$ cat config.mk
export PLATFORM = sky130hd
export DESIGN_NAME = lamp_safety
export DESIGN_NICKNAME = d
export VERILOG_FILES = /design/src/logic/lamp_safety_pkg.sv /design/src/logic/lamp_safety.sv
export SDC_FILE = /design/constraint.sdc
export NUM_CORES = 1
export LEC_CHECK = 0
export BUFFER_PORTS_ARGS = -buffer_cell sky130_fd_sc_hd__buf_2
export CORE_ASPECT_RATIO = 1.4
export CORE_MARGIN = 8
export CORE_UTILIZATION = 45
export DETAILED_ROUTE_END_ITERATION = 16
export GPL_TIMING_DRIVEN = 0
export PLACE_DENSITY = 0.67
export SKIP_LAST_GASP = 1
export SLEW_MARGIN = 25
export SYNTH_ARGS = -nofsm -noshare
export SYNTH_HDL_FRONTEND = slang
export SYNTH_SLANG_ARGS = --single-unit
$ cat constraint.sdc
create_clock -name CLK -period 5.05 [get_ports CLK]
set_input_delay 0.505 -clock CLK [delete_from_list [all_inputs] [get_ports CLK]]
set_output_delay 0.505 -clock CLK [all_outputs]
set_load 0.02 [all_outputs]
$ cat src/logic/lamp_safety_pkg.sv
// Shared constants and types for the status lamp and safety stop block
package lamp_safety_pkg;
	// Clock rate and timing
	localparam int unsigned CLK_HZ = 125000000;
	localparam int unsigned SHOW_TIME_MS = 2000;
	localparam int unsigned SHOW_CYCLES = CLK_HZ / 1000 * SHOW_TIME_MS;
	localparam int unsigned BLINK_HALF_MS = 250;
	localparam int unsigned BLINK_CYCLES = CLK_HZ / 1000 * BLINK_HALF_MS;
	localparam int unsigned TIMER_W = 32;

	// Reset values
	localparam logic LAMP_RST = 1'b0;
	localparam logic POWER_OK_RST = 1'b0;
	localparam logic BRAKE_RST = 1'b1;
	localparam logic DOOR_LATCH_RST = 1'b1;

	// Operating modes on the mode selector input
	typedef enum logic [1:0] {
		MODE_RUN = 2'h0,
		MODE_JOG = 2'h1,
		MODE_DEV = 2'h2,
		MODE_TEST = 2'h3
	} op_mode_t;

	// Save result display phase
	typedef enum logic [1:0] {
		SHOW_NONE,
		SHOW_OK,
		SHOW_FAIL
	} show_t;
endpackage

$ cat src/logic/lamp_safety.sv
// Front panel lamp driver with safety stop and dynamic brake logic
`timescale 1ns/1ps

module lamp_safety #(
	parameter int unsigned SHOW_COUNT = lamp_safety_pkg::SHOW_CYCLES,
	parameter int unsigned BLINK_COUNT = lamp_safety_pkg::BLINK_CYCLES,
	parameter int unsigned POS_W = 24
) (
	// Clock and reset
	input wire logic CLK,
	input wire logic SYS_RST,
	// Controller condition
	input wire logic STARTUP_DONE,
	input wire logic ERROR_ACTIVE,
	input wire logic WARNING_ACTIVE,
	input wire logic RECOVERY_MODE,
	input wire logic [1:0] OP_MODE,
	// Status save to USB memory
	input wire logic SAVE_BUSY,
	input wire logic SAVE_OK,
	input wire logic SAVE_FAIL,
	// Safety inputs
	input wire logic ESTOP_IN,
	input wire logic DOOR_OPEN,
	input wire logic LATCH_RELEASE,
	input wire logic ENABLE_SW,
	input wire logic LOW_POWER_CMD,
	// Detector flags
	input wire logic ENC_CABLE_LOST,
	input wire logic MOTOR_OVERLOAD,
	input wire logic TORQUE_IRREGULAR,
	input wire logic SPEED_ERROR,
	input wire logic SPEED_OVERFLOW,
	input wire logic [POS_W-1:0] POS_ACTUAL,
	input wire logic [POS_W-1:0] POS_COMMAND,
	input wire logic [POS_W-1:0] POS_MARGIN,
	input wire logic WATCHDOG_EXPIRED,
	input wire logic CROSS_MISMATCH,
	input wire logic CHECKSUM_ERROR,
	input wire logic DRIVER_OVERHEAT,
	input wire logic RELAY_WELDED,
	input wire logic RELAY_JUNCTION_ERR,
	input wire logic RELAY_OPEN_FAULT,
	input wire logic OVER_VOLTAGE,
	input wire logic SUPPLY_DROP,
	input wire logic TEMP_ANOMALY,
	input wire logic FAN_FAULT,
	// Lamps
	output logic LAMP_FAULT,
	output logic LAMP_HALT,
	output logic LAMP_JOG,
	output logic LAMP_RUN,
	output logic LAMP_DEV,
	// Motor power and brake
	output logic MOTOR_POWER_EN,
	output logic MOTOR_LOW_POWER,
	output logic DYN_BRAKE,
	output logic ESTOP_STATE,
	output logic POS_OVERFLOW,
	output logic DOOR_LATCHED,
	output logic TEMP_WARN,
	output logic FAN_WARN
);

	// ==========================================================
	// State
	typedef struct packed {
		logic [lamp_safety_pkg::TIMER_W-1:0] blink_cnt;
		logic blink;
		logic [lamp_safety_pkg::TIMER_W-1:0] show_cnt;
		lamp_safety_pkg::show_t show;
		logic door_latch;
		logic estop;
		logic pos_ovf;
		logic lamp_fault;
		logic lamp_halt;
		logic lamp_jog;
		logic lamp_run;
		logic lamp_dev;
		logic power_en;
		logic low_power;
		logic brake;
		logic temp_warn;
		logic fan_warn;
	} state_t;

	state_t st_q;
	state_t st_d;

	localparam logic [lamp_safety_pkg::TIMER_W-1:0] BLINK_LAST =
		lamp_safety_pkg::TIMER_W'(BLINK_COUNT - 1);
	localparam logic [lamp_safety_pkg::TIMER_W-1:0] SHOW_LAST =
		lamp_safety_pkg::TIMER_W'(SHOW_COUNT - 1);

	// ==========================================================
	// Position difference
	logic [POS_W-1:0] pos_diff;

	always_comb begin
		if (POS_ACTUAL >= POS_COMMAND) begin
			pos_diff = POS_ACTUAL - POS_COMMAND;
		end else begin
			pos_diff = POS_COMMAND - POS_ACTUAL;
		end
	end

	// ==========================================================
	// Mode decode
	// Every two-bit selector code is a legal mode, so the lamp case
	// below needs no default. The named jog term keeps the door
	// logic readable, since jog is the only mode past an open door.
	logic mode_jog;

	assign mode_jog = OP_MODE == lamp_safety_pkg::MODE_JOG;

	// ==========================================================
	// Brake sources
	// Grouped by the detector family that raises them, so that a
	// new flag lands in one place. The brake is a plain OR with no
	// memory: it lets go one clock after the last source clears, and the
	// motor power grant follows the same sum. A user who needs the
	// brake held must latch the flag upstream.
	logic pos_over;
	logic drive_stop;
	logic servo_stop;
	logic cpu_stop;
	logic relay_stop;
	logic supply_stop;
	logic brake_sum;

	assign pos_over = pos_diff > POS_MARGIN;

	// Emergency stop and the motor driver's own detectors
	assign drive_stop = ESTOP_IN | ENC_CABLE_LOST | MOTOR_OVERLOAD
		| TORQUE_IRREGULAR | CHECKSUM_ERROR | DRIVER_OVERHEAT;

	// Servo errors: speed and position following
	assign servo_stop = SPEED_ERROR | SPEED_OVERFLOW | pos_over;

	// Processor supervision and cross-check
	assign cpu_stop = WATCHDOG_EXPIRED | CROSS_MISMATCH;

	// Relay contact supervision
	assign relay_stop = RELAY_WELDED | RELAY_JUNCTION_ERR
		| RELAY_OPEN_FAULT;

	// Supply faults; over-voltage brakes, and so does a supply drop
	assign supply_stop = OVER_VOLTAGE | SUPPLY_DROP;

	// Temperature anomaly and fan faults are left out on purpose
	assign brake_sum = drive_stop | servo_stop | cpu_stop | relay_stop
		| supply_stop;

	// ==========================================================
	// Lamp conditions
	// Each level of the lamp priority as one term. The next state
	// logic walks them from the top, so a lower level only shows
	// when every level above it is quiet. Both blink terms use the
	// registered phase, so every blinking lamp flips on the same
	// edge and the panel never shows lamps out of step.
	logic boot_or_save;
	logic warn_blink;

	assign boot_or_save = !STARTUP_DONE | SAVE_BUSY;
	assign warn_blink = WARNING_ACTIVE & st_q.blink;

	// ==========================================================
	// Next state
	always_comb begin
		logic brake_req;
		logic mode_blink;
		lamp_safety_pkg::op_mode_t mode;
		brake_req = 1'b0;
		mode_blink = 1'b0;
		mode = lamp_safety_pkg::op_mode_t'(OP_MODE);
		st_d = st_q;

		// Shared blink timebase for every lamp
		if (st_q.blink_cnt >= BLINK_LAST) begin
			st_d.blink_cnt = '0;
			st_d.blink = ~st_q.blink;
		end else begin
			st_d.blink_cnt = st_q.blink_cnt + 1'b1;
		end
		mode_blink = st_q.blink;

		// Save result hold; a fresh result restarts the two seconds.
		// Failure is tested first so it wins when both pulses coincide.
		if (SAVE_FAIL) begin
			st_d.show = lamp_safety_pkg::SHOW_FAIL;
			st_d.show_cnt = '0;
		end else if (SAVE_OK) begin
			st_d.show = lamp_safety_pkg::SHOW_OK;
			st_d.show_cnt = '0;
		end else if (st_q.show != lamp_safety_pkg::SHOW_NONE) begin
			if (st_q.show_cnt >= SHOW_LAST) begin
				st_d.show = lamp_safety_pkg::SHOW_NONE;
				st_d.show_cnt = '0;
			end else begin
				st_d.show_cnt = st_q.show_cnt + 1'b1;
			end
		end

		// Emergency stop condition follows the inputs
		st_d.estop = ESTOP_IN;

		// Door latch: set wins over release, release needs a closed door
		if (DOOR_OPEN) begin
			st_d.door_latch = 1'b1;
		end else if (LATCH_RELEASE) begin
			st_d.door_latch = 1'b0;
		end

		st_d.pos_ovf = pos_over;

		// Sum of every brake source, grouped above
		brake_req = brake_sum;
		st_d.brake = brake_req;

		// Reported only, no brake
		st_d.temp_warn = TEMP_ANOMALY;
		st_d.fan_warn = FAN_FAULT;

		// Motor power grant
		if (ESTOP_IN || brake_req) begin
			st_d.power_en = 1'b0;
		end else if (DOOR_OPEN || st_d.door_latch) begin
			// Jog with enable held is the only way past an open door
			st_d.power_en = DOOR_OPEN && mode_jog && ENABLE_SW;
		end else begin
			st_d.power_en = 1'b1;
		end
		st_d.low_power = LOW_POWER_CMD
			| (DOOR_OPEN & st_d.power_en);

		// Lamps, highest priority first
		st_d.lamp_halt = ESTOP_IN;
		st_d.lamp_fault = 1'b0;
		st_d.lamp_jog = 1'b0;
		st_d.lamp_run = 1'b0;
		st_d.lamp_dev = 1'b0;
		if (st_d.show == lamp_safety_pkg::SHOW_FAIL) begin
			st_d.lamp_fault = 1'b1;
			st_d.lamp_jog = 1'b1;
			st_d.lamp_run = 1'b1;
			st_d.lamp_dev = 1'b1;
		end else if (st_d.show == lamp_safety_pkg::SHOW_OK) begin
			// Fault lamp held dark even with an error present
			st_d.lamp_jog = 1'b1;
			st_d.lamp_run = 1'b1;
			st_d.lamp_dev = 1'b1;
		end else if (boot_or_save) begin
			st_d.lamp_fault = ERROR_ACTIVE;
			st_d.lamp_jog = mode_blink;
			st_d.lamp_run = mode_blink;
			st_d.lamp_dev = mode_blink;
		end else if (RECOVERY_MODE) begin
			st_d.lamp_fault = 1'b1;
			st_d.lamp_jog = 1'b1;
			st_d.lamp_dev = 1'b1;
		end else if (SUPPLY_DROP) begin
			st_d.lamp_fault = ERROR_ACTIVE;
			st_d.lamp_jog = 1'b1;
			st_d.lamp_run = 1'b1;
		end else begin
			// Error steady outranks the warning blink
			st_d.lamp_fault = ERROR_ACTIVE
				| warn_blink;
			unique case (mode)
				lamp_safety_pkg::MODE_TEST: st_d.lamp_jog = 1'b1;
				lamp_safety_pkg::MODE_JOG: st_d.lamp_jog = st_q.blink;
				lamp_safety_pkg::MODE_RUN: st_d.lamp_run = st_q.blink;
				lamp_safety_pkg::MODE_DEV: st_d.lamp_dev = st_q.blink;
			endcase
		end
	end

	// ==========================================================
	// Registers
	// The door latch comes out of reset set and the brake engaged:
	// after a reset only jog with enable past an open door may move until the door is seen closed
	// and a release is given. The cost is one release step at every
	// start, which the controller issues as part of its startup.
	always_ff @(posedge CLK) begin
		if (SYS_RST) begin
			st_q <= '0;
			st_q.show <= lamp_safety_pkg::SHOW_NONE;
			st_q.door_latch <= lamp_safety_pkg::DOOR_LATCH_RST;
			st_q.power_en <= lamp_safety_pkg::POWER_OK_RST;
			st_q.brake <= lamp_safety_pkg::BRAKE_RST;
			st_q.lamp_fault <= lamp_safety_pkg::LAMP_RST;
		end else begin
			st_q <= st_d;
		end
	end

	// ==========================================================
	// Outputs, all straight from flip-flops
	// Every output lags its inputs by exactly one clock, which keeps
	// the lamps glitch free; the stop path pays that one cycle too.
	assign LAMP_FAULT = st_q.lamp_fault;
	assign LAMP_HALT = st_q.lamp_halt;
	assign LAMP_JOG = st_q.lamp_jog;
	assign LAMP_RUN = st_q.lamp_run;
	assign LAMP_DEV = st_q.lamp_dev;
	assign MOTOR_POWER_EN = st_q.power_en;
	assign MOTOR_LOW_POWER = st_q.low_power;
	assign DYN_BRAKE = st_q.brake;
	assign ESTOP_STATE = st_q.estop;
	assign POS_OVERFLOW = st_q.pos_ovf;
	assign DOOR_LATCHED = st_q.door_latch;
	assign TEMP_WARN = st_q.temp_warn;
	assign FAN_WARN = st_q.fan_warn;

endmodule

==> results of run 1 <==
==> area by class of cell <==
type                            count  area (sq um)
Clock buffer                        9           225
Tap cell                          185           231
Sequential cell                    79          1580
Clock inverter                      7          55.1
Buffer                             28           175
Multi-Input combinational cell    630          4310
Inverter                           86           323
Timing Repair Buffer              116           581
Fill cell                        1396          6370
==> cell usage after synthesis (all sizes together) (3+ instances only) <==
cell	n
nand2	51
buf	17
or3	8
o211ai	8
nor2	109
ha	73
xnor2	38
nor2b	11
and4	3
clkbuf	11
a21o	20
o21bai	5
a211oi	7
o31a	3
dfxtp	79
a21oi	54
inv	85
nor4	7
o21ai	26
nand2b	5
mux2i	4
nand4	19
o21a	13
nor3	17
or2	3
a21boi	3
and3	14
nand3	35
o31ai	5
xor2	38
a31oi	14
==> power breakdown <==
part / leakage [nW] / internal (mW) / switching (mW)
Clock: 0.133 / 0.337 / 0.259
Combinational: 2.63 / 0.248 / 0.313
Sequential: 0.643 / 0.635 / 0.00435
Total: 3.41 / 1.22 / 0.576
==> per-layer routing <==
metal  global-route usage [%]  wire (um)
met1                     18.6       6260
met5                        0         13
met3                     2.43        643
met4                     7.01        361
met2                     31.5       7850
==> path summary, 6_finish.rpt <==
| check | from | end | slack [ns] | depth (start not counted) |
|---|---|---|---|---|
| worst min register to register | st_q[48] | st_q[48] | 0.46 | 1 |
| worst max-delay path | POS_ACTUAL[13] | MOTOR_LOW_POWER | 0.36 | 22 |
| worst max register to register | st_q[48] | st_q[69] | 2.50 | 11 |
| worst min-delay path | TEMP_ANOMALY | TEMP_WARN | 0.39 | 2 |
==> cells by family (layout without fill, tap and decap cells) <==
kind of cell | count (synthesis) | in the layout
buffers and inverters | 114 | 246
multiplexers | 5 | 5
AND/OR/NAND/NOR | 289 | 289
XOR/XNOR | 76 | 76
flip-flops | 79 | 79
other | 1 | 7
AO/OA/AOI/OAI | 178 | 178
adder cells (fa/ha/maj) | 75 | 75
==> flip-flops by register name, summed over array words and instances, names as in the netlist <==
register         flops
st_q                67
DOOR_LATCHED         1
DYN_BRAKE            1
FAN_WARN             1
LAMP_DEV             1
LAMP_FAULT           1
LAMP_HALT            1
LAMP_JOG             1
LAMP_RUN             1
MOTOR_LOW_POWER      1
MOTOR_POWER_EN       1
POS_OVERFLOW         1
TEMP_WARN            1
==> metrics by stage <==
step	TNS (ns)	setup WS [ns]	std cells	cell area, sq um
after floorplan	0	0.833	823	6380
after global placement	-0.860	-0.285	1124	7190
after detailed placement	-0.880	-0.295	1124	7190
after CTS	0	0.0465	1140	7470
after global routing	0	0.0407	1140	7480
final	0	0.364	1140	7480
==> timing repair <==
item                                   4_1_cts  5_1_grt
endpoints found under the hold margin        0        0
resized for setup                            0        3
setup endpoints to repair                    0        4
==> qor.yml, run 1 <==
logic_synthesis:
  ys.warnings.count: 0
  synth_top_family_by_area: "simple AND/OR/NAND/NOR gates"
  synth_edf_count: 0
  synth_fa_ha_area_share_pct: 15.0
  synth_top_cell_by_area: "dfxtp_1"
  synth_cell_types: 71
  synth_xor_area_share_pct: 10.5
  ys_seq_area_share_pct: 24.9
  synth-compound-area-share_pct: 18.8
  synth_top_area_share_pct: 24.9
  async_flop_share_pct: 0
  syn_inst: 817
  avgSynthCellArea_sq_um: 7.78
  synth_area_sq_um: 6350
  synthTopCellsByArea: "dfxtp_1 25%, ha_1 14%, nor2_1 5.7%"
  ys_ff_latch: 79
  synthFlopType: "dfxtp_1"
  muxShareOfSynthArea_pct: 0.807
  synth-simple-area-share_pct: 22.1
floorplanning:
  die-area_sq_um: 18200
  fp.dieH_um: 157
  start_util_pct: 45.9
  die_width_um: 116
  placementRows: 51
  io-pin-count: 117
  coreArea_sq_um: 13800
timing:
  rsz0062_at_grt: "no"
  setup-violations-final: 0
  slew_headroom_pct: 57.1
  finalCritPeriodShare_pct: 92.8
  final_max_slew_viol_count: 0
  final_hold_viol_count: 0
  tightest_slew_ns: 0.643
  post-route-min-period_ns: 4.69
  timing.fmax_ghz: 0.213
  skew_ns: 0.00496
  hold-worst-slack_ns: 0.392
drt:
  drt-vias-per-instance: 5.12
  drtPass1Iterations: 4
  ant_nets: 0
  num_vias: 5839
  drcViolationCount: 0
  wire_per_inst_um: 13.3
  drt_iter0_drc: 215
  drt-total-wl_mm: 15.1
cts:
  cts_root_buf: "clkbuf_16"
  cts_tree: "yes"
  cts_hold_buf: 0
  path_clk_slew_ns: 0.06
  insertion_delay_ns: 0.33
  cts.sinks: 79
  numCtsBuffers: 9
  cts_setup_buffers: 0
  cts.path.max_buffers: 2
  cts_max_level: 3
setup_path:
  cp_slowest_cell: "a2111oi_2"
  cp_max_fo: 10
  max_stage_delay_ns: 0.44
  crit_path_start_kind: "primary input"
  cp.required_ns: 5.31
  endpoint_kind: "register"
  crit_type: "primary input to register"
  crit_chain: "buf_2 > inv_1 > ha_1 > a21o_1 > a31oi_1 > o21ai_1 > o21a_2 > nor2_2 > clkbuf_4 > buf_4 > o211ai_1 > o31ai_1 > xnor2_1 > ha_1 > a21o_1 > a21oi_1 > o21ai_0 > nand3_1 > o211ai_1 > a2111oi_2 > o21ai_1 > o22ai_1"
  cp_num_buf_inv: 4
  critPathTopFamily: "compound AO/OA/AOI/OAI gates"
  cp.arrival_ns: 4.95
layout:
  final_common_cell: "buf_2"
  final_util_pct: 54.0
  final_cell_mix: "125 x buf_2, 97 x nor2_1, 85 x inv_1, 79 x dfxtp_1, 73 x ha_1"
  drive_above_1_share_pct: 19.4
  layout.nets: 1129
  area_delta_synth_final_pct: 17.7
  num_antenna_cells: 0
grt:
  overflow: 0
  grt_max_degree: 16
  grt_pass1_wl_mm: 25.4
  grt_pass1_vias: 5801
  antenna_found_initial: 1
  grt_util_all_layers_pct: 17.0
power_and_ir_drop:
  peakVddDrop_mv: 0.178
  pwr_density_cell_nw_per_um2: 240
  leakagePower_nw: 3.41
  fin_total_pwr_mw: 1.80
outcome:
  outcome: "finished clean"
place:
  gp_congestion: 0.933
  io_buffers: 116
  hpwl_mm: 12.6
worst_hold_path:
  hold_path_class: "primary input to register"
job:
  cap_violations: 0
No activity file was read; power rests on OpenSTA's default activity.
==> run 2, diff against run 1 <==
--- a/config.mk
+++ b/config.mk
@@ -10,7 +10,6 @@
 export CORE_MARGIN = 8
 export CORE_UTILIZATION = 45
 export DETAILED_ROUTE_END_ITERATION = 16
-export GPL_TIMING_DRIVEN = 0
 export PLACE_DENSITY = 0.67
 export SKIP_LAST_GASP = 1
 export SLEW_MARGIN = 25
==> run 2 against run 1 <==
Via count is 0.82% higher. Die area unchanged. Clock skew rose by 0.0036 ns. Sequential power about the same. Global-route usage up 0.22 points. Sequential cell count unchanged. Worst hold slack improved by 0.0044 ns. Largest cell class unchanged. Highest routed layer unchanged.
==> qor.yml, run 2 (synthesized netlist as in run 1, its figures left out) <==
timing:
  worst_slack_ns: 0.513
  setup-tns-final_ns: 0
  skew_ns: 0.00858
  timing.fmax_ghz: 0.220
  finalCritPeriodShare_pct: 89.8
  final_max_slew_viol_count: 0
  setup-violations-final: 0
  tightest_slew_ns: 0.647
  slew_headroom_pct: 56.7
  final_hold_viol_count: 0
  rsz0062_at_grt: "no"
  post-route-min-period_ns: 4.54
drt:
  drcViolationCount: 0
  ant_nets: 0
  drt_iter0_drc: 313
  drt-total-wl_mm: 15.6
  drtPass1Iterations: 5
  wl_met1_mm: 6.30
  wl_met2_mm: 8.14
  wire_per_inst_um: 13.9
  num_vias: 5887
  wl_met3_um: 707
  highest_layer: "met5"
  drt-vias-per-instance: 5.25
setup_path:
  rrSetupSlack_ns: 2.28
  reg2reg_from: "st_q[48]"
  cp_max_fo: 16
  endpoint_kind: "register"
  crit_end: "MOTOR_LOW_POWER"
  rr_endpoint: "st_q[50]"
  cp.required_ns: 5.31
  r2r_cells: 9
  cp.arrival_ns: 4.79
  crit_type: "primary input to register"
  crit_start: "POS_ACTUAL[0]"
  crit_path_start_kind: "primary input"
job:
  cap_violations: 0
grt:
  grt_pass1_wl_mm: 25.4
  overflow: 0
  antenna_found_initial: 1
  grt_max_degree: 26
  grt_pass1_vias: 5809
  grt_util_all_layers_pct: 17.2
cts:
  path_clk_slew_ns: 0.06
  cts.sinks: 79
  cts_setup_buffers: 0
  post_cts_resized: 0
  cts_root_buf: "clkbuf_16"
  cts_tree: "yes"
  numCtsBuffers: 9
  cts.path.max_buffers: 2
  cts_max_level: 3
  insertion_delay_ns: 0.34
  cts_hold_buf: 0
place:
  hpwl_mm: 12.7
  gp_congestion: 0.928
  io_buffers: 116
  postPlaceCellArea_sq_um: 7090
  place_ws_ns: 0.0580
  placed_cells: 1105
layout:
  drive_above_1_share_pct: 18.8
  area_delta_synth_final_pct: 16.9
  final_util_pct: 53.6
  num_antenna_cells: 0
  instances_no_fill: 1121
  largest-register: "st_q"
  largest_reg_flops: 67
  final_design_area_no_fill_sq_um: 7430
  layout.nets: 1110
  final_common_cell: "buf_2"
  final_cell_mix: "116 x buf_2, 97 x nor2_1, 85 x inv_1, 79 x dfxtp_1, 73 x ha_1"
power_and_ir_drop:
  peakVddDrop_mv: 0.227
  pwr_density_cell_nw_per_um2: 257
  leakagePower_nw: 3.38
floorplanning:
  die_width_um: 116
  die-area_sq_um: 18200
  fp.dieH_um: 157
  io-pin-count: 117
  placementRows: 51
  coreArea_sq_um: 13800
  start_util_pct: 45.9
outcome:
  outcome: "finished clean"
worst_hold_path:
  hold_path_class: "primary input to register"
run 2: cell types whose count changed in the layout (fill, tap and decap cells not counted), sizes merged:
cell / previous run / this run
buf: 132 / 125
bufinv: 0 / 2
clkbuf: 21 / 9
clkinvlp: 2 / 0
run 2: cell type report:
cell class	count	area, sq um
fillers	1343	6420
clock buffers	9	225
flip-flops and latches	79	1580
clock inverters	7	111
multi-input cells	630	4310
well taps	185	231
repair buffers	125	648
inverters	86	323
run 2: worst min path at each step:
stage	from	end	slack (ns)	depth (start not counted)
final	ESTOP_IN	LAMP_HALT	0.40	2
after CTS	SAVE_FAIL	st_q[13]	0.38	2
after global routing	ESTOP_IN	LAMP_HALT	0.40	2
after global placement	st_q[48]	st_q[48]	0.43	1
after floorplan	st_q[48]	st_q[48]	0.42	1
after detailed placement	st_q[48]	st_q[48]	0.47	1
run 2: critical path, stage by stage:
cell	delay (ns)
buf_2	0.11
inv_1	0.05
ha_1	0.17
inv_1	0.06
fa_1	0.38
nand3_1	0.12
a31oi_1	0.11
o21a_1	0.20
o21a_2	0.24
nor2_2	0.28
buf_4	0.29
o211ai_1	0.15
a311oi_1	0.31
nor3_2	0.07
xnor2_1	0.13
ha_1	0.29
a21o_1	0.18
a21oi_1	0.18
o211ai_1	0.15
a2111oi_1	0.50
o21ai_1	0.17
o22ai_1	0.15
run 2: where the power goes:
group          internal [mW]  switching, mW  total [mW]
clock network          0.443          0.274       0.717
logic                  0.246          0.309       0.554
registers              0.634        0.00545       0.640
total                   1.32          0.588        1.91
run 2: stage by stage:
step / hold slack (ns) / total power [mW]
2_1_floorplan: 0.423 / 1.05
3_3_place_gp: 0.434 / 1.20
3_5_place_dp: 0.468 / 1.20
4_1_cts: 0.382 / 1.93
5_1_grt: 0.397 / 2.03
6_report: 0.396 / 1.91
run 2: routing by layer:
layer  global-route usage (%)  up-vias
met1                     18.3     2669
met2                     31.9      147
met4                     8.12        2
met3                     2.62       31
li1                         -     3038
met5                        0        -
==> run 3, diff against run 2 <==
--- a/config.mk
+++ b/config.mk
@@ -9,6 +9,7 @@
 export CORE_ASPECT_RATIO = 1.4
 export CORE_MARGIN = 8
 export CORE_UTILIZATION = 45
+export CTS_BUF_LIST = sky130_fd_sc_hd__clkbuf_8
 export DETAILED_ROUTE_END_ITERATION = 16
 export PLACE_DENSITY = 0.67
 export SKIP_LAST_GASP = 1
==> run 3 against run 2 <==
Final cell count unchanged. Fmax grew 0.59%. Utilization down 0.73 points. Sequential share of layout area up 0.29 points. Count of clock-buffer cells in the layout unchanged. Critical path type unchanged. Non-clock buffer count is the same. Largest cell class unchanged.
==> qor.yml, run 3 (synthesized netlist as in run 1, its figures left out) <==
timing:
  setup-violations-final: 0
  final_max_slew_viol_count: 0
  final_hold_viol_count: 0
  tightest_slew_ns: 0.652
  finalCritPeriodShare_pct: 89.3
  setup-tns-final_ns: 0
  skew_ns: 0.00992
  rsz0062_at_grt: "no"
  timing.fmax_ghz: 0.222
  worst_slack_ns: 0.540
  post-route-min-period_ns: 4.51
  slew_headroom_pct: 56.4
place:
  io_buffers: 116
  place_ws_ns: 0.0580
  hpwl_mm: 12.7
  placed_cells: 1105
  gp_congestion: 0.928
setup_path:
  critPathTopFamily: "compound AO/OA/AOI/OAI gates"
  reg2reg_from: "st_q[48]"
  endpoint_kind: "register"
  cp_max_fo: 16
  crit_type: "primary input to register"
  r2r_cells: 9
  max_stage_delay_ns: 0.50
  rr_endpoint: "st_q[50]"
  cp_slowest_cell: "a2111oi_1"
  cp.arrival_ns: 4.79
  crit_path_start_kind: "primary input"
  crit_chain: "buf_2 > inv_1 > ha_1 > inv_1 > fa_1 > nand3_1 > a31oi_1 > o21a_1 > o21a_2 > nor2_2 > buf_4 > o211ai_1 > a311oi_1 > nor3_2 > xnor2_1 > ha_1 > a21o_1 > a21oi_1 > o211ai_1 > a2111oi_1 > o21ai_1 > o22ai_1"
  cp.required_ns: 5.33
  cp_num_buf_inv: 4
  rrSetupSlack_ns: 2.29
cts:
  cts_tree: "yes"
  insertion_delay_ns: 0.35
  cts.sinks: 79
  cts_root_buf: "clkbuf_8"
  cts_hold_buf: 0
  cts.path.max_buffers: 2
  cts_max_level: 3
  cts_setup_buffers: 0
  numCtsBuffers: 9
  path_clk_slew_ns: 0.09
grt:
  antenna_found_initial: 1
  grt_util_all_layers_pct: 17.1
  overflow: 0
  grt_max_degree: 26
  grt_pass1_wl_mm: 25.2
  grt_pass1_vias: 5790
layout:
  num_antenna_cells: 0
  final_util_pct: 52.9
  area_delta_synth_final_pct: 15.3
  drive_above_1_share_pct: 18.8
  largest-register: "st_q"
  layout.nets: 1110
  instances_no_fill: 1121
  final_cell_mix: "116 x buf_2, 97 x nor2_1, 85 x inv_1, 79 x dfxtp_1, 73 x ha_1"
  largest_reg_flops: 67
  final_common_cell: "buf_2"
drt:
  ant_nets: 0
  drt-total-wl_mm: 15.4
  drcViolationCount: 0
  num_vias: 5856
  wire_per_inst_um: 13.8
  drtPass1Iterations: 4
  drt_iter0_drc: 257
  drt-vias-per-instance: 5.22
floorplanning:
  io-pin-count: 117
  coreArea_sq_um: 13800
  fp.dieH_um: 157
  start_util_pct: 45.9
  placementRows: 51
  die-area_sq_um: 18200
  die_width_um: 116
power_and_ir_drop:
  leakagePower_nw: 3.33
  pwr_density_cell_nw_per_um2: 236
  peakVddDrop_mv: 0.220
worst_hold_path:
  min_path_cells: 2
  hold_path_class: "primary input to register"
  hold_path_startpoint: "SAVE_FAIL"
  min_to: "st_q[13]"
outcome:
  outcome: "finished clean"
job:
  cap_violations: 0
run 3: what timing repair did:
action	CTS	global route
endpoints found under the setup margin	0	2
hold endpoints to repair	0	0
resized for setup	0	1
run 3: cell type report:
type / count / area, sq um
clock inverters: 7 / 111
repair buffers: 125 / 648
flip-flops and latches: 79 / 1580
inverters: 86 / 323
fillers: 1357 / 6520
clock buffers: 9 / 124
multi-input cells: 630 / 4310
well taps: 185 / 231
run 3: worst max path at each step:
stage	startpoint	to	depth (start not counted)
floorplan	POS_ACTUAL[0]	MOTOR_LOW_POWER	24
global placement	POS_ACTUAL[0]	MOTOR_LOW_POWER	22
detailed placement	POS_ACTUAL[0]	MOTOR_LOW_POWER	25
CTS	POS_ACTUAL[0]	MOTOR_LOW_POWER	25
global route	POS_ACTUAL[0]	MOTOR_POWER_EN	25
finish	POS_ACTUAL[0]	MOTOR_LOW_POWER	22
run 3: stage by stage:
stage,power (mW),instance area (sq um),hold WS (ns)
2_1_floorplan,1.05,6380,0.423
3_3_place_gp,1.20,7090,0.434
3_5_place_dp,1.20,7090,0.468
4_1_cts,1.74,7320,0.356
5_1_grt,1.85,7330,0.371
6_report,1.73,7330,0.374
run 3: where the power goes:
part           leakage, nW  total, mW  internal (mW)  switching (mW)
combinational         2.57      0.553          0.246           0.308
clock                0.118      0.535          0.288           0.247
sequential           0.643      0.639          0.634         0.00526
total                 3.33       1.73           1.17           0.560
run 3: metal layers:
metal | GRT usage, % | up-vias | wire length, um
met5 | 0 | - | 10
met4 | 8.12 | 2 | 461
met3 | 2.51 | 30 | 705
met2 | 31.6 | 141 | 8030
met1 | 18.3 | 2646 | 6220
li1 | - | 3037 | -
